<file path="config.mk">
export PLATFORM = sky130hd
export DESIGN_NAME = bscc_top
export DESIGN_NICKNAME = d
export VERILOG_FILES = /design/src/core/bscc_pkg.sv /design/src/core/bscc_chan_if.sv /design/src/core/bscc_chan.sv /design/src/core/bscc_top.sv
export SDC_FILE = /design/constraint.sdc
export NUM_CORES = 1
export LEC_CHECK = 0
export ABC_AREA = 1
export BUFFER_PORTS_ARGS = -buffer_cell sky130_fd_sc_hd__clkbuf_2
export CAP_MARGIN = 20
export CELL_PAD_IN_SITES_DETAIL_PLACEMENT = 0
export CELL_PAD_IN_SITES_GLOBAL_PLACEMENT = 2
export CORE_MARGIN = 2
export CORE_UTILIZATION = 30
export DETAILED_ROUTE_END_ITERATION = 10
export PLACE_DENSITY = 0.71
export SYNTH_ARGS = -nofsm -noshare
export SYNTH_HDL_FRONTEND = slang
export SYNTH_SLANG_ARGS = --single-unit
</file>
<file path="constraint.sdc">
create_clock -name clk_in -period 1.6 [get_ports clk_in]
set_input_delay 0.24 -clock clk_in [delete_from_list [all_inputs] [get_ports clk_in]]
set_output_delay 0.24 -clock clk_in [all_outputs]
set_load 0.01 [all_outputs]
</file>
<file path="src/core/bscc_pkg.sv">
// bscc_pkg: shared types and constants of the stepper chopper block
package bscc_pkg;

    // coil current level, encoded as {second select, first select}
    typedef enum logic [1:0] {
        BSCC_LVL_FULL = 2'h0,
        BSCC_LVL_THIRD = 2'h1,
        BSCC_LVL_TWO3 = 2'h2,
        BSCC_LVL_ZERO = 2'h3
    } bscc_level_t;

    // requested condition of one full bridge
    typedef enum logic [1:0] {
        BSCC_BR_OFF = 2'h0,
        BSCC_BR_FWD = 2'h1,
        BSCC_BR_BRAKE = 2'h3,
        BSCC_BR_REV = 2'h2
    } bscc_bridge_t;

    // chopper mode, usual path run -> discharge -> blank -> run
    typedef enum logic [1:0] {
        BSCC_CH_RUN = 2'h0,
        BSCC_CH_DISCH = 2'h1,
        BSCC_CH_BLANK = 2'h3
    } bscc_chop_t;

    // overcurrent guard
    typedef enum logic {BSCC_OC_WATCH = 1'h0, BSCC_OC_HOLD = 1'h1} bscc_oc_t;

    // gate vector: {term1 high, term1 low, term2 high, term2 low}
    localparam int BSCC_G_T1_HI = 3;
    localparam int BSCC_G_T1_LO = 2;
    localparam int BSCC_G_T2_HI = 1;
    localparam int BSCC_G_T2_LO = 0;
    localparam logic [3:0] BSCC_GATE_OFF = 4'h0;
    localparam logic [3:0] BSCC_GATE_FWD = 4'h9;
    localparam logic [3:0] BSCC_GATE_REV = 4'h6;
    localparam logic [3:0] BSCC_GATE_BRAKE = 4'h5;

    // timing at the 20 MHz system clock
    localparam int BSCC_CLK_NS = 50;
    localparam int BSCC_CLK_KHZ = 20000;
    localparam int BSCC_OSC_KHZ = 110;
    localparam int BSCC_OSC_DIV = BSCC_CLK_KHZ / BSCC_OSC_KHZ;
    localparam int BSCC_CHOP_TICKS = 4;
    localparam int BSCC_DEAD_NS = 300;
    localparam int BSCC_DEAD_CYC =
        (BSCC_DEAD_NS + BSCC_CLK_NS - 1) / BSCC_CLK_NS;
    localparam int BSCC_OC_FILT_US = 10;
    localparam int BSCC_OC_FILT_CYC =
        (BSCC_OC_FILT_US * 1000 + BSCC_CLK_NS - 1) / BSCC_CLK_NS;
    localparam int BSCC_OC_HOLD_US = 50;
    localparam int BSCC_OC_HOLD_CYC =
        (BSCC_OC_HOLD_US * 1000 + BSCC_CLK_NS - 1) / BSCC_CLK_NS;

endpackage : bscc_pkg

</file>
<file path="src/core/bscc_chan_if.sv">
// bscc_chan_if: signals between the top and one channel engine
`timescale 1ns/10ps
`default_nettype none
interface bscc_chan_if;
    logic en;          // bridge may conduct
    logic dir;         // high: term1 to term2
    logic over;        // sense voltage at or above reference
    logic tick;        // oscillator clock enable
    logic disch;       // chopper in discharge
    logic [3:0] gate;  // registered gate drives
    modport top (output en, dir, over, tick, input disch, gate);
    modport chan (input en, dir, over, tick, output disch, gate);
endinterface : bscc_chan_if
`default_nettype wire

</file>
<file path="src/core/bscc_chan.sv">
// bscc_chan: fixed-off-time chopper and dead-time bridge drive, one channel
`timescale 1ns/10ps
`default_nettype none
module bscc_chan #(
    parameter int DEAD_CYC = bscc_pkg::BSCC_DEAD_CYC
) (
    input wire logic clk_in,  // system clock
    input wire logic rst_in,  // async reset, active high
    bscc_chan_if.chan ch      // channel signals
);
    import bscc_pkg::*;

    localparam int DW = $clog2(DEAD_CYC + 1);
    localparam logic [DW-1:0] DEAD_LAST = DW'(DEAD_CYC);
    localparam logic [1:0] TICK_LAST = 2'(BSCC_CHOP_TICKS - 1);

    bscc_chop_t state_reg, state_next;
    bscc_bridge_t req, cur_reg;
    logic [1:0] tick_cnt_reg;
    logic [DW-1:0] dead_cnt_reg;
    logic [3:0] gate_reg;
    logic [3:0] req_gate;
    logic tick_last;

    // interval end and bridge request; brake while discharging
    assign tick_last = ch.tick && (tick_cnt_reg == TICK_LAST);
    assign req = !ch.en ? BSCC_BR_OFF :
        (state_reg == BSCC_CH_DISCH) ? BSCC_BR_BRAKE :
        ch.dir ? BSCC_BR_FWD : BSCC_BR_REV;
    assign req_gate = (req == BSCC_BR_FWD) ? BSCC_GATE_FWD :
        (req == BSCC_BR_REV) ? BSCC_GATE_REV :
        (req == BSCC_BR_BRAKE) ? BSCC_GATE_BRAKE : BSCC_GATE_OFF;
    assign ch.gate = gate_reg;
    assign ch.disch = (state_reg == BSCC_CH_DISCH);

    // chopper mode; a disabled bridge restarts in plain charge
    always_comb begin
        state_next = state_reg;
        case (state_reg)
            BSCC_CH_RUN: begin
                if (ch.over) state_next = BSCC_CH_DISCH;
            end
            BSCC_CH_DISCH: begin
                if (tick_last)
                    state_next = ch.over ? BSCC_CH_DISCH : BSCC_CH_BLANK;
            end
            BSCC_CH_BLANK: begin
                if (tick_last)
                    state_next = ch.over ? BSCC_CH_DISCH : BSCC_CH_RUN;
            end
            default: state_next = BSCC_CH_RUN;
        endcase
        if (!ch.en) state_next = BSCC_CH_RUN;
    end

    // mode register and oscillator tick count; wraps for a repeat interval
    always_ff @(posedge clk_in or posedge rst_in) begin
        if (rst_in) begin
            state_reg <= BSCC_CH_RUN;
            tick_cnt_reg <= 2'h0;
        end else begin
            state_reg <= state_next;
            if (state_next != state_reg) tick_cnt_reg <= 2'h0;
            else if (ch.tick) tick_cnt_reg <= tick_cnt_reg + 2'h1;
        end
    end

    // every change holds all gates off first; turning off is immediate
    always_ff @(posedge clk_in or posedge rst_in) begin
        if (rst_in) begin
            cur_reg <= BSCC_BR_OFF;
            dead_cnt_reg <= '0;
            gate_reg <= BSCC_GATE_OFF;
        end else if (req == cur_reg && gate_reg == req_gate) begin
            // a request that returns to the current mode mid-gap keeps
            // counting, so the gates never stay parked off
            dead_cnt_reg <= '0;
        end else if (req == BSCC_BR_OFF || dead_cnt_reg == DEAD_LAST) begin
            cur_reg <= req;
            gate_reg <= req_gate;
            dead_cnt_reg <= '0;
        end else begin
            gate_reg <= BSCC_GATE_OFF;
            dead_cnt_reg <= dead_cnt_reg + DW'(1);
        end
    end
endmodule : bscc_chan
`default_nettype wire

</file>
<file path="src/core/bscc_top.sv">
// bscc_top: dual-channel bipolar stepper chopper control, top level
`timescale 1ns/10ps
`default_nettype none
module bscc_top #(
    parameter int OSC_DIV = bscc_pkg::BSCC_OSC_DIV,
    parameter int DEAD_CYC = bscc_pkg::BSCC_DEAD_CYC,
    parameter int OC_FILT_CYC = bscc_pkg::BSCC_OC_FILT_CYC,
    parameter int OC_HOLD_CYC = bscc_pkg::BSCC_OC_HOLD_CYC
) (
    input wire logic clk_in,                 // system clock, 20 MHz
    input wire logic rst_in,                 // async reset, active high
    input wire logic standby_input_in,       // low: standby
    input wire logic dir_a_in,               // channel a direction
    input wire logic lvl_sel_lo_ch_a_in,     // channel a first select
    input wire logic lvl_sel_hi_ch_a_in,     // channel a second select
    input wire logic sense_voltage_a_in,     // a sense at reference
    input wire logic dir_b_in,               // channel b direction
    input wire logic lvl_sel_lo_ch_b_in,     // channel b first select
    input wire logic lvl_sel_hi_ch_b_in,     // channel b second select
    input wire logic sense_voltage_b_in,     // b sense at reference
    input wire logic thermal_trip_in,        // junction too hot
    input wire logic [7:0] overcurrent_trip_in, // per transistor
    output logic coil_a_term1_hi_out,        // a term1 upper gate
    output logic coil_a_term1_lo_out,        // a term1 lower gate
    output logic coil_a_term2_hi_out,        // a term2 upper gate
    output logic coil_a_term2_lo_out,        // a term2 lower gate
    output logic coil_b_term1_hi_out,        // b term1 upper gate
    output logic coil_b_term1_lo_out,        // b term1 lower gate
    output logic coil_b_term2_hi_out,        // b term2 upper gate
    output logic coil_b_term2_lo_out,        // b term2 lower gate
    output var bscc_pkg::bscc_level_t coil_a_level_out, // a ref scale
    output var bscc_pkg::bscc_level_t coil_b_level_out, // b ref scale
    output logic coil_a_disch_out,           // a in discharge
    output logic coil_b_disch_out,           // b in discharge
    output logic thermal_off_out,            // thermal shutdown active
    output logic overcurrent_off_out         // overcurrent hold active
);
    import bscc_pkg::*;

    localparam int OW = $clog2(OSC_DIV);
    localparam logic [OW-1:0] OSC_LAST = OW'(OSC_DIV - 1);
    localparam int CMAX = (OC_HOLD_CYC > OC_FILT_CYC) ?
        OC_HOLD_CYC : OC_FILT_CYC;
    localparam int CW = $clog2(CMAX + 1);
    localparam logic [CW-1:0] FILT_LAST = CW'(OC_FILT_CYC - 1);
    localparam logic [CW-1:0] HOLD_LAST = CW'(OC_HOLD_CYC - 1);
    localparam logic [CW-1:0] FILT_FULL = CW'(OC_FILT_CYC);

    // level decode, shared by both channels
    function automatic bscc_level_t lvl_decode(input logic lo,
                                               input logic hi);
        lvl_decode = bscc_level_t'({hi, lo});
    endfunction : lvl_decode

    bscc_chan_if ch [2] ();

    logic [OW-1:0] osc_cnt_reg;
    logic osc_tick_reg;
    logic osc_wrap;
    bscc_oc_t oc_state_reg, oc_state_next;
    logic [CW-1:0] oc_cnt_reg, oc_cnt_next;
    logic oc_any;
    logic run_ok;
    logic thermal_off_reg;
    logic oc_off_reg;
    logic [1:0] dir_v;
    logic [1:0] sense_v;
    logic [1:0] disch_reg;
    bscc_level_t lvl_v [2];
    bscc_level_t level_reg [2];

    // per-channel input grouping
    assign dir_v = {dir_b_in, dir_a_in};
    assign sense_v = {sense_voltage_b_in, sense_voltage_a_in};
    assign lvl_v[0] = lvl_decode(lvl_sel_lo_ch_a_in, lvl_sel_hi_ch_a_in);
    assign lvl_v[1] = lvl_decode(lvl_sel_lo_ch_b_in, lvl_sel_hi_ch_b_in);

    // bridges may conduct only when awake and no protection is active
    assign oc_any = |overcurrent_trip_in;
    assign run_ok = standby_input_in && !thermal_trip_in &&
        (oc_state_reg == BSCC_OC_WATCH);

    // triangular oscillator stand-in: one-cycle enable per period
    assign osc_wrap = (osc_cnt_reg == OSC_LAST);
    always_ff @(posedge clk_in or posedge rst_in) begin
        if (rst_in) begin
            osc_cnt_reg <= '0;
            osc_tick_reg <= 1'b0;
        end else begin
            osc_cnt_reg <= osc_wrap ? '0 : osc_cnt_reg + OW'(1);
            osc_tick_reg <= osc_wrap;
        end
    end

    // overcurrent guard: filter a persistent trip, then hold off
    always_comb begin
        oc_state_next = oc_state_reg;
        oc_cnt_next = oc_cnt_reg;
        case (oc_state_reg)
            BSCC_OC_WATCH: begin
                if (!oc_any) begin
                    oc_cnt_next = '0;
                end else if (oc_cnt_reg == FILT_LAST) begin
                    oc_state_next = BSCC_OC_HOLD;
                    oc_cnt_next = '0;
                end else begin
                    oc_cnt_next = oc_cnt_reg + CW'(1);
                end
            end
            BSCC_OC_HOLD: begin
                if (oc_cnt_reg == HOLD_LAST) begin
                    oc_state_next = BSCC_OC_WATCH;
                    oc_cnt_next = '0;
                end else begin
                    oc_cnt_next = oc_cnt_reg + CW'(1);
                end
            end
            default: begin
                oc_state_next = BSCC_OC_WATCH;
                oc_cnt_next = '0;
            end
        endcase
    end

    // a trip still present after the hold simply re-arms the filter
    always_ff @(posedge clk_in or posedge rst_in) begin
        if (rst_in) begin
            oc_state_reg <= BSCC_OC_WATCH;
            oc_cnt_reg <= '0;
        end else begin
            oc_state_reg <= oc_state_next;
            oc_cnt_reg <= oc_cnt_next;
        end
    end

    // channel engines; zero level or standby leaves the bridge off
    for (genvar gi = 0; gi < 2; gi++) begin : g_ch
        assign ch[gi].en = run_ok && (lvl_v[gi] != BSCC_LVL_ZERO);
        assign ch[gi].dir = dir_v[gi];
        assign ch[gi].over = sense_v[gi];
        assign ch[gi].tick = osc_tick_reg;
        bscc_chan #(
            .DEAD_CYC(DEAD_CYC)
        ) u_chan (
            .clk_in(clk_in),
            .rst_in(rst_in),
            .ch(ch[gi])
        );
    end

    // status flops; level reads zero in standby so the ref is parked
    always_ff @(posedge clk_in or posedge rst_in) begin
        if (rst_in) begin
            level_reg[0] <= BSCC_LVL_ZERO;
            level_reg[1] <= BSCC_LVL_ZERO;
            disch_reg <= 2'h0;
            thermal_off_reg <= 1'b0;
            oc_off_reg <= 1'b0;
        end else begin
            level_reg[0] <= standby_input_in ? lvl_v[0] : BSCC_LVL_ZERO;
            level_reg[1] <= standby_input_in ? lvl_v[1] : BSCC_LVL_ZERO;
            disch_reg <= {ch[1].disch, ch[0].disch};
            thermal_off_reg <= thermal_trip_in;
            oc_off_reg <= (oc_state_next == BSCC_OC_HOLD);
        end
    end

    // gate outputs come straight from the channel gate flops
    assign coil_a_term1_hi_out = ch[0].gate[BSCC_G_T1_HI];
    assign coil_a_term1_lo_out = ch[0].gate[BSCC_G_T1_LO];
    assign coil_a_term2_hi_out = ch[0].gate[BSCC_G_T2_HI];
    assign coil_a_term2_lo_out = ch[0].gate[BSCC_G_T2_LO];
    assign coil_b_term1_hi_out = ch[1].gate[BSCC_G_T1_HI];
    assign coil_b_term1_lo_out = ch[1].gate[BSCC_G_T1_LO];
    assign coil_b_term2_hi_out = ch[1].gate[BSCC_G_T2_HI];
    assign coil_b_term2_lo_out = ch[1].gate[BSCC_G_T2_LO];
    assign coil_a_level_out = level_reg[0];
    assign coil_b_level_out = level_reg[1];
    assign coil_a_disch_out = disch_reg[0];
    assign coil_b_disch_out = disch_reg[1];
    assign thermal_off_out = thermal_off_reg;
    assign overcurrent_off_out = oc_off_reg;

    // checking helpers: trip streak and hold length, counted apart
    logic [CW-1:0] hlp_streak_reg;
    logic [CW-1:0] hlp_hold_reg;
    logic all_off;
    assign all_off = ~|{ch[1].gate, ch[0].gate};
    always_ff @(posedge clk_in or posedge rst_in) begin
        if (rst_in) begin
            hlp_streak_reg <= '0;
            hlp_hold_reg <= '0;
        end else begin
            if (!oc_any) hlp_streak_reg <= '0;
            else if (hlp_streak_reg != FILT_FULL)
                hlp_streak_reg <= hlp_streak_reg + CW'(1);
            if (oc_state_reg == BSCC_OC_HOLD)
                hlp_hold_reg <= hlp_hold_reg + CW'(1);
            else
                hlp_hold_reg <= '0;
        end
    end
endmodule : bscc_top
`default_nettype wire

</file>
# Word-level counts from Yosys, hierarchy flattened
# Cells that the tools add are included.
[word_totals]
ff_bits = 53
in_bits = 20
output_inout_bits = 16
wordCells = 119
[classes]
n_addsub = 6
muxes = 47
n_bitwise = 3
reduce_logical = 20
eq_ne = 25
[ops]
columns = ["op", "count"]
rows = [
  ["two-way mux 2 bit", 22],
  ["two-way mux 10 bit", 3],
  ["two-way mux 4 bit", 6],
  ["one-hot mux 10 bit (2 select lines)", 1],
  ["two-way mux 3 bit", 6],
  ["equality test 2 bit (second input constant)", 8],
  ["one-hot mux 2 bit (3 select lines)", 2],
  ["adder 10 x 1 -> 10 bit (second input constant)", 1],
  ["equality test 10 bit (second input constant)", 1],
  ["equality test 10 x 8 -> 1 bit (second input constant)", 1],
  ["adder 8 x 1 -> 8 bit (second input constant)", 1],
  ["equality test 2 x 1 -> 1 bit (second input constant)", 4],
  ["equality test 4 bit", 2],
  ["equality test 8 bit (second input constant)", 1],
  ["logical AND 1 bit", 8],
  ["logical NOT 2 bit", 4],
  ["two-way mux 8 bit", 1],
  ["OR reduction 8 bit", 1],
  ["adder 3 x 1 -> 3 bit (second input constant)", 2],
  ["equality test 3 bit (second input constant)", 2],
  ["two-way mux 1 bit", 5],
  ["adder 2 x 1 -> 2 bit (second input constant)", 2],
  ["equality test 2 bit", 2],
  ["!= test 2 bit", 2],
  ["7 further kinds", 13],
]

# Depth between registers and ports, before layout
# Gate-level depths: netlist of the first run.
[depth]
ltp_word = 13
ltp_mapped = 12
mapped_depth_nobuf = 12

# By module
# A second synthesis of the first run with hierarchy kept.
[hier_totals]
hier_cells = 344
hier_area_um2 = 2849.0
[modules_own_cells]
columns = ["module", "area_per_inst_um2", "cells_each", "n_inst", "seq_area_each_um2"]
rows = [
  ["bscc_chan", 794.5, 99, 2, 325.3],
  ["bscc_top", 1260.0, 146, 1, 680.7],
]

# Worst setup path after synthesis of the first run
# Ideal clock, no wire load.
[synth_path]
path_kind = "register to register"
from = "reg oc_cnt_reg[0]"
to = "reg oc_cnt_reg[7]"
period_less_slack_ps = 1485
t_arrival_ps = 1361
path_slack_ps = 115
required_ps = 1476
stages_incl_launch_ff = 9
cell_sequence = "dfrtp_1 > ha_1 > nand2_1 > inv_1 > nand4_1 > o21ai_0 > o21ai_0 > nand2_2 > nor3_1"
[synth_between]
elab_chain_cells = 4
word_cells_on_any_way = 7
classes_between = "add/sub (1); eq/ne (2); mux (4)"
[synth_lines]
columns = ["element", "line", "source"]
rows = [
  ["start, declared", "bscc_top.sv:61", "logic [CW-1:0] oc_cnt_reg, oc_cnt_next;"],
  ["start signal, assigned", "bscc_top.sv:132", "oc_cnt_reg <= oc_cnt_next;"],
  ["adder 10 x 1 -> 10 bit or equality test 10 x 8 -> 1 bit (tied branches)", "bscc_top.sv:107, bscc_top.sv:115, bscc_top.sv:103", ""],
  ["two-way mux 10 bit", "bscc_top.sv:103", "end else if (oc_cnt_reg == FILT_LAST) begin"],
  ["two-way mux 10 bit", "bscc_top.sv:101", "if (!oc_any) begin"],
  ["one-hot mux 10 bit (2 select lines) *", "bscc_top.sv:99", "case (oc_state_reg)"],
  ["net oc_cnt_next[7]", "bscc_top.sv:61", ""],
]
# Mark *: on every way through the listed nets, which the timed path passes. The rest lies on a longest branch.
# A chain may end at the register's enable or synchronous reset.

# Worst setup path after layout of the first run
[layout_path]
from = "reg oc_cnt_reg[1]"
to = "reg oc_cnt_reg[7]"
# The elaborated chain is that of the path after synthesis.

==> flow_summary.toml, run 1 <==
[pwr]
leakagePower_nw = 1.79
power.share.clock_pct = 32.3
power_density_mw_per_mm2 = 691
total_power_mw = 2.32
p_switching_mw = 0.581
swShare_pct = 25.1
p_int_mw = 1.74
sequentialPowerShare_pct = 59.2
peakVddDrop_v = 0.000334
combPwrFrac_pct = 8.6

[yosys]
synth_area_mm2 = 0.00273
synthTopCellsByArea = "dfrtp_1 45%, nand2_1 13%, inv_1 6.7%, nor2_1 6.5%, nand3_1 4.9%"
synth_seq_area_share_pct = 48.7
syn_avg_cell_area_um2 = 8.06
yosys_warnings = 0
yosys.cell_types.count = 26
synth_top_area_share_pct = 44.9
synth-seq-cells = 53
synth_area_leader_cell = "dfrtp_1"
synthCells = 339
synth_fp_nets = 368

[layout]
stdcell_count = 511
layout_common_cells = "82 x nand2_1, 48 x dfrtp_1, 47 x nor2_1"
layout-drive-gt1-share_pct = 25.8
n_antenna_cell = 0
finalInstanceArea_mm2 = 0.00336
layout_commonest_cell = "nand2_1"
fin_util_pct = 38.3
n_fill_cell = 942
area_growth_syn_to_layout_pct = 22.7
largest_reg_flops = 10
nets = 431

[clock_tree]
root_buffer = "clkbuf_8"
path_clk_slew_ns = 0.10
clk_path_buf_depth = 2
clk_latency_ns = 0.30
clock_sinks = 53
cts_buffers = 5
tritoncts = "yes"
htree_levels = 2

[sta]
max_freq_mhz = 662
hold_ws_ns = 0.0661
slew_viol_final = 0
final-setup-viol-count = 0
fin_crit_ns = 1.51
worstMarginPinSlew_ns = 0.294
post-route-period-util_pct = 94.4
max_slew_margin_pct = 80.4
grt_setup_unrepaired = "true"
setup_tns_ns = 0
hold_violations = 0
worst_slack_ns = 0.0901
skew_ns = 0.00731

[critical_path]
end_kind = "register"
crit_slowest_cell = "dfrtp_1"
crit_fanout = 5
worst_setup_path_start_kind = "register"
critPathKind = "register to register"
crit_arrival_ns = 1.70
cp_slowest_stage_delay_ns = 0.39
cp_cell_sequence = "ha_2 > nand2_1 > inv_2 > nand4_1 > buf_4 > nor2_1 > nand2_2 > nand2_4 > nor3_1"
required_ns = 1.79

[routing]
drt-total-wl_um = 5860
post_drt_wl_per_cell_um = 11.5
drtPass1Iterations = 4
initialDrtViolationCount = 78
via_count = 2214
avgViaCountPerCell = 4.33
drtAntennaViolNets = 0
drc = 0

[die]
rows = 34
die_w_um = 99.5
coreArea_mm2 = 0.00876
die_area_mm2 = 0.00989
io-pin-count = 36
start_util_pct = 31.2
die_y_um = 99.5

[placed_design]
place_congestion = 0.774
place_inst = 495
hpwlAfterDp_um = 4340
post-place-ws_ns = -0.0323
numPortBuffers = 35
placed_area_mm2 = 0.00316

[global_route]
grt_pass1_vias = 2196
grt-ovfl-total = 0
grt_max_degree = 54
grt_first_pass_wirelength_um = 10000
antenna_found_initial = 0
track_usage_pct = 12.6

[worst_hold_path]
hp-class = "input pin to register"

[flow_run]
max_cap_violations = 0

[run_status]
status = "finished clean"
[critical path: cells and delay by family, from the launching register on]
family,cells,cell delay (ns)
flops,1,0.39
fa+ha+maj,1,0.20
simple gates,6,0.57
buf+inv,2,0.24
[cells in the mapped netlist (all sizes together)]
cell    instances
a21oi           8
and3            1
buf             1
dfrtp          49
dfstp           4
ha              9
inv            51
mux2i           2
nand2         102
nand3          28
nand3b          4
nand4           3
nor2           52
nor3            6
nor3b           3
o21ai           7
o41ai           1
xnor2           5
xor2            3
[layout make-up]
cell class | instances | area [um2] | area share [%]
clock buffers | 5 | 68.8 | 2.05
clock inverters | 3 | 17.5 | 0.522
inverters | 51 | 191 | 5.70
multi-input cells | 235 | 1260 | 37.6
flip-flops and latches | 53 | 1330 | 39.7
well taps | 108 | 135 | 4.03
repair buffers | 56 | 348 | 10.4
[cells by family after synthesis]
family,after synthesis,share of synthesized area [%]
xor gates and xnor gates,8,2.56
AOI/OAI and AO/OA,16,3.07
buffers and inverters,52,7.19
muxes,2,0.732
DFF,53,48.7
and+or+nand+nor,199,33.6
adders and majority gates,9,4.12
[final timing paths]
kind                                                               start  cells after the start  slack, ns                                        to
worst max register to register                   oc_cnt_reg[1]$_DFF_PP0_                      9       0.09                   oc_cnt_reg[7]$_DFF_PP0_
worst max-delay path                             oc_cnt_reg[1]$_DFF_PP0_                      9       0.09                   oc_cnt_reg[7]$_DFF_PP0_
worst min register to register  g_ch[0].u_chan.dead_cnt_reg[0]$_DFF_PP0_                      1       0.46  g_ch[0].u_chan.dead_cnt_reg[0]$_DFF_PP0_
max in group asynchronous                                         rst_in                      4       0.79             coil_a_level_out[1]$_DFF_PP1_
min in group asynchronous                                         rst_in                      4       0.50                  osc_cnt_reg[6]$_DFF_PP0_
worst min-delay path                                     thermal_trip_in                      1       0.07                 thermal_off_out$_DFF_PP0_
[power by group through the flow]
stage                     Sequential [mW]  Combinational, mW  Clock (mW)
after floorplan                      1.40              0.101           0
after global routing                 1.37              0.228       0.856
final                                1.37              0.198       0.748
after CTS                            1.37              0.198       0.802
after global placement               1.40              0.194           0
after detailed placement             1.40              0.195           0
[routing by layer]
layer | global-route usage (%) | vias to the layer above | part of all wire (%)
met3 | 2.88 | 6 | 2.7
met2 | 20.4 | 20 | 47
li1 | - | 1176 | -
met4 | 3.48 | 0 | 1.3
met5 | 0 | - | 0
met1 | 17.1 | 1012 | 49
[what timing repair did]
action                                  CTS  global route
pin swaps                                 0             7
hold buffers                              1             0
gates cloned                              0             1
buffers inserted                          0             6
resized for setup                         1            21
hold endpoints to repair                 49             0
endpoints found under the setup margin    9            28
(Power assumes the default switching activity.)
==> run 2: changes to the inputs <==
- CORE_UTILIZATION: 30 -> 31
- PLACE_DENSITY: 0.71 -> 0.72
- SYNTH_HIERARCHICAL: default -> 1
==> run 2 against run 1 <==
  * The run now ends with negative setup slack left
  * Critical path depth grew 2
  * Sequential share of layout area shrank 2.0 points
  * Die area grew 0.82%
  * Register-to-register slack lost 0.11 ns
  * Final cell count grew 0.59%
  * Critical endpoint is now g_ch[1].u_chan/cur_reg[0]$_DFFE_PP0P_
  * Largest power group unchanged
  * Highest routed layer unchanged
==> flow_summary.toml, run 2 <==
[clock_tree]
clk_path_buf_depth = 2
cts_buffers = 5
tritoncts = "yes"
htree_levels = 2
root_buffer = "clkbuf_8"
clk_latency_ns = 0.30
path_clk_slew_ns = 0.10
clock_sinks = 53

[pwr]
p_switching_mw = 0.498
leakagePower_nw = 1.82
power_density_mw_per_mm2 = 633
sequentialPowerShare_pct = 60.5
swShare_pct = 22.3
combPwrFrac_pct = 4.0
power.share.clock_pct = 35.5
total_power_mw = 2.23
p_int_mw = 1.74
peakVddDrop_v = 0.000295

[routing]
post_drt_wl_per_cell_um = 11.6
drc = 0
avgViaCountPerCell = 4.48
via_count = 2302
drtPass1Iterations = 4
drt-total-wl_um = 5960
drtAntennaViolNets = 0
initialDrtViolationCount = 45

[die]
die_area_mm2 = 0.00997
coreArea_mm2 = 0.00881
start_util_pct = 32.4
die_y_um = 99.9
rows = 34
die_w_um = 99.9
io-pin-count = 36

[yosys]
ys.flop_type = "dfrtp_1"
syn_avg_cell_area_um2 = 8.28
yosys_warnings = 6
synth_fp_nets = 373
synthTopCellsByArea = "dfrtp_1 43%, nand2_1 10%, inv_1 7.0%, nor2_1 4.6%, ha_1 4.0%"
synthCells = 344
synth_seq_area_share_pct = 46.7
yosys.cell_types.count = 29
synth_area_leader_cell = "dfrtp_1"
synth_top_area_share_pct = 43.0
async_flop_share_pct = 100
synth-seq-cells = 53
yosysMostFrequentCell = "nand2_1"
synth_area_mm2 = 0.00285
synth_edf_count = 0
synth_common_cells = "76 x nand2_1, 53 x inv_1, 49 x dfrtp_1, 35 x nor2_1, 19 x nand3_1"

[sta]
hold_violations = 0
slew_viol_final = 0
grt_setup_unrepaired = "true"
worstMarginPinSlew_ns = 0.507
post-route-period-util_pct = 101
skew_ns = 0.0103
worst_slack_ns = -0.0175
final-setup-viol-count = 5
max_slew_margin_pct = 66.2
max_freq_mhz = 618
fin_crit_ns = 1.62

[critical_path]
cp_common_cell = "nand2_2"
regToRegSetupSlack_ns = -0.02
cp_slowest_stage_delay_ns = 0.40
crit_slowest_cell = "dfrtp_1"
timing.rr.start = "overcurrent_off_out$_DFF_PP0_"
crit_fanout = 12
required_ns = 1.81
worst_setup_path_start_kind = "register"
cp_cell_sequence = "inv_2 > nand3b_1 > a21oi_2 > buf_12 > nand3_1 > nand2_2 > nand2_4 > nor2_8 > inv_4 > nand2_2 > nand2_1"
cp-startpoint = "overcurrent_off_out$_DFF_PP0_"
critPathKind = "register to register"
end_kind = "register"
crit_arrival_ns = 1.82

[layout]
fin_util_pct = 40.1
finalInstanceArea_mm2 = 0.00353
nets = 434
layout-drive-gt1-share_pct = 28.6
n_antenna_cell = 0
largest_reg_flops = 10
n_fill_cell = 906
layout_commonest_cell = "nand2_1"
layout_common_cells = "73 x nand2_1, 52 x inv_1, 49 x dfrtp_1"
area_growth_syn_to_layout_pct = 23.9

[placed_design]
post-place-ws_ns = -0.0527
hpwlAfterDp_um = 4260
numPortBuffers = 35
place_congestion = 0.752
placed_area_mm2 = 0.00327

[global_route]
grt-ovfl-total = 0
antenna_found_initial = 0
grt_max_degree = 28
grt_pass1_vias = 2376
grt_first_pass_wirelength_um = 10800
track_usage_pct = 13.3

[worst_hold_path]
hp-class = "input pin to register"
hp-start = "thermal_trip_in"

[run_status]
violations = "negative setup slack"
status = "finished with violations"

[flow_run]
max_cap_violations = 0
## run 2: changes by cell type after synthesis, sizes merged, moves of 4 or more
cell,change
inv,+6
a21oi,+6
nand2,-8
nand3,-9
a31oi,+4
nand4,+6
or2,+4
nor2,-14
## run 2: repair_timing
action | CTS | global route
cloned | 2 | 0
setup endpoints to repair | 17 | 23
resized for setup | 9 | 11
pin swaps | 5 | 2
setup buffers | 1 | 5
endpoints found under the hold margin | 26 | 0
hold buffers | 1 | 0
## run 2: per-layer routing
metal | GRT usage (%) | share of wire (%) | vias up
met5 | 0 | 0 | -
met2 | 22.6 | 51 | 15
met3 | 2.65 | 2.2 | 4
met1 | 17.3 | 46 | 1075
li1 | - | - | 1208
met4 | 3.58 | 0.89 | 0
## run 2: power by group through the flow
stage,Sequential (mW),Combinational (mW),Clock [mW]
final,1.35,0.0895,0.794
after global routing,1.35,0.105,0.883
after CTS,1.35,0.0940,0.836
after detailed placement,1.38,0.0915,0
after global placement,1.38,0.0914,0
after floorplan,1.38,0.0352,0
## run 2: final cells by class
type	count	area [um2]	area share [%]
clock buffer	8	90.1	2.55
tap	108	135	3.83
inverter	57	219	6.20
sequential	53	1330	37.7
timing repair buffer	54	345	9.78
multi-input combinational	234	1410	39.9
## run 2: worst max-delay path, delay by kind of cell (launching register included)
family	cells	cell delay (ns)
and+or+nand+nor	7	0.66
buffers and inverters	3	0.25
AOI/OAI and AO/OA	1	0.20
DFF	1	0.40
## run 2: cell families (layout without fill, tap and decap cells)
family          count (synthesis)  in the layout  share of synthesized area (%)
compound gates                 32             32                           6.50
fa+ha+maj                       9              9                           3.95
simple gates                  177            179                           30.2
flops                          53             53                           46.7
buf+inv                        59            119                           8.21
mux                             2              2                          0.703
xor+xnor                       12             12                           3.69
## run 2: path summary, 6_finish.rpt
check                                                                   to  cells after the start
worst max register to register       g_ch[1].u_chan/cur_reg[0]$_DFFE_PP0P_                     11
worst min-delay path                             thermal_off_out$_DFF_PP0_                      1
max in group asynchronous                    coil_a_level_out[1]$_DFF_PP1_                      4
worst min register to register    g_ch[1].u_chan/dead_cnt_reg[0]$_DFF_PP0_                      1
worst max-delay path                 g_ch[1].u_chan/cur_reg[0]$_DFFE_PP0P_                     11
min in group asynchronous       g_ch[0].u_chan/tick_cnt_reg[0]$_DFFE_PP0P_                      3
## run 2: stage by stage
step                setup TNS (ns)  hold WS [ns]  instances
detailed placement          -0.296         0.318        497
finish                     -0.0514        0.0508        514
CTS                         -0.311        0.0417        509
floorplan                   -0.233         0.117        344
global placement           -0.0839         0.300        497
global route                 -2.49        0.0383        514
==> run 3: changes to the inputs <==
- TNS_END_PERCENT: default -> 30
==> run 3 against run 2 <==
  * The run still ends with negative setup slack left
  * Maximum frequency shrank 0.73%
  * Wire length shrank 1.4%
  * Final cell count shrank 0.39%
  * First-iteration DRC count shrank 22%
  * Sequential power is essentially flat
  * Clock skew shrank 0.0063 ns
  * Via count shrank 0.35%
  * Core utilization shrank 0.61 points
  * Worst hold slack lost 0.0035 ns
  * Global-route usage shrank 0.25 points
  * Flip-flop and latch count is the same
==> flow_summary.toml, run 3 (synthesis gave the netlist of run 2 again) <==
[run_status]
status = "finished with violations"
violations = "negative setup slack"

[critical_path]
critPathKind = "register to register"
crit_fanout = 12
worst_setup_path_start_kind = "register"
required_ns = 1.81
crit_arrival_ns = 1.84
regToRegSetupSlack_ns = -0.03
end_kind = "register"

[clock_tree]
clk_path_buf_depth = 2
root_buffer = "clkbuf_8"
clk_latency_ns = 0.31
clock_sinks = 53
htree_levels = 2
tritoncts = "yes"
cts_buffers = 5
path_clk_slew_ns = 0.10

[sta]
skew_ns = 0.00396
final-setup-viol-count = 6
slew_viol_final = 0
max_slew_margin_pct = 65.6
worstMarginPinSlew_ns = 0.516
grt_setup_unrepaired = "true"
worst_slack_ns = -0.0295
hold_ws_ns = 0.0473
hold_violations = 0
max_freq_mhz = 614
post-route-period-util_pct = 102
setup_tns_ns = -0.117
fin_crit_ns = 1.63

[layout]
multi_input_area_mm2 = 0.00138
layout-drive-gt1-share_pct = 27.0
nets = 432
fin_util_pct = 39.5
n_antenna_cell = 0
seq_area_mm2 = 0.00133
layout_common_cells = "74 x nand2_1, 51 x inv_1, 49 x dfrtp_1"
largest_reg_flops = 10
layout_commonest_cell = "nand2_1"
n_fill_cell = 929
area_growth_syn_to_layout_pct = 22.0

[routing]
drtAntennaViolNets = 0
via_count = 2294
initialDrtViolationCount = 35
drtPass1Iterations = 4
avgViaCountPerCell = 4.48
drc = 0
post_drt_wl_per_cell_um = 11.5
drt-total-wl_um = 5880

[die]
die_y_um = 99.9
die_area_mm2 = 0.00997
io-pin-count = 36
coreArea_mm2 = 0.00881
start_util_pct = 32.4
die_w_um = 99.9
rows = 34

[pwr]
peakVddDrop_v = 0.000356
power_density_mw_per_mm2 = 631
total_power_mw = 2.19
leakagePower_nw = 1.82

[global_route]
grt_first_pass_wirelength_um = 10500
grt-ovfl-total = 0
antenna_found_initial = 0
grt_pass1_vias = 2266
grt_max_degree = 28
track_usage_pct = 13.0

[placed_design]
hpwlAfterDp_um = 4290
place_congestion = 0.752
numPortBuffers = 35

[flow_run]
max_cap_violations = 0

[worst_hold_path]
hp-class = "input pin to register"
## run 3: changes by cell type in the layout (fill, tap and decap cells not counted), moves of 2 or more
cell,change
buf_4,-2
o21bai_4,-2
nor3_1,+3
nor3_2,-3
nand2_2,-2
## run 3: metal layers
layer | vias to the layer above | routed length, um | track usage (%)
met5 | - | 0 | 0
met4 | 0 | 50 | 2.85
met3 | 5 | 165 | 3.13
met2 | 22 | 2800 | 21.6
met1 | 1064 | 2860 | 17.4
li1 | 1203 | - | -
## run 3: where the power goes
group	leakage [nW]	total, mW	switching, mW	internal, mW
sequential	0.695	1.35	0.00239	1.35
clock	0.0395	0.753	0.440	0.313
combinational	1.08	0.0905	0.0580	0.0325
total	1.82	2.19	0.500	1.69
## run 3: repair_timing
action                                 in CTS  in global routing
gates cloned                                1                  1
setup endpoints to repair                  17                 28
pin swaps                                   5                  5
setup buffers                               0                  4
endpoints found under the hold margin      26                  0
resized for setup                           4                 12
hold buffers                                1                  0
## run 3: layout make-up
cell class,count,area share [%]
repair buffers,52,9.50
flip-flops and latches,53,38.3
inverters,57,6.30
well taps,108,3.89
clock buffers,8,2.30
multi-input cells,234,39.7
## run 3: worst max-delay path, stage by stage, from the launching register on
cell and delay, ns:
dfrtp_1 0.40, inv_2 0.06, nand3b_1 0.12, a21oi_2 0.20
buf_12 0.16, nand3b_1 0.08, nand2_1 0.11, nand2_4 0.10
nor2_8 0.16, inv_4 0.05, nand2_2 0.06, nand2_1 0.05
## run 3: stage by stage
stage,instance area [um2],instances,setup slack [ns]
finish,3480,512,-0.0295
global route,3480,512,-0.165
CTS,3390,507,-0.0545
detailed placement,3270,497,-0.0491
global placement,3270,497,-0.0215
floorplan,2860,344,-0.0292
## run 3: path summary, 6_finish.rpt
check	from	cells after the start	end
max	overcurrent_off_out$_DFF_PP0_	11	g_ch[1].u_chan/ch.gate[2]$_DFFE_PP0N_
min	thermal_trip_in	1	thermal_off_out$_DFF_PP0_
max reg2reg	overcurrent_off_out$_DFF_PP0_	11	g_ch[1].u_chan/ch.gate[2]$_DFFE_PP0N_
min reg2reg	g_ch[1].u_chan/dead_cnt_reg[0]$_DFF_PP0_	1	g_ch[1].u_chan/dead_cnt_reg[0]$_DFF_PP0_
max in group asynchronous	rst_in	4	coil_a_level_out[1]$_DFF_PP1_
min in group asynchronous	rst_in	3	g_ch[0].u_chan/dead_cnt_reg[1]$_DFF_PP0_
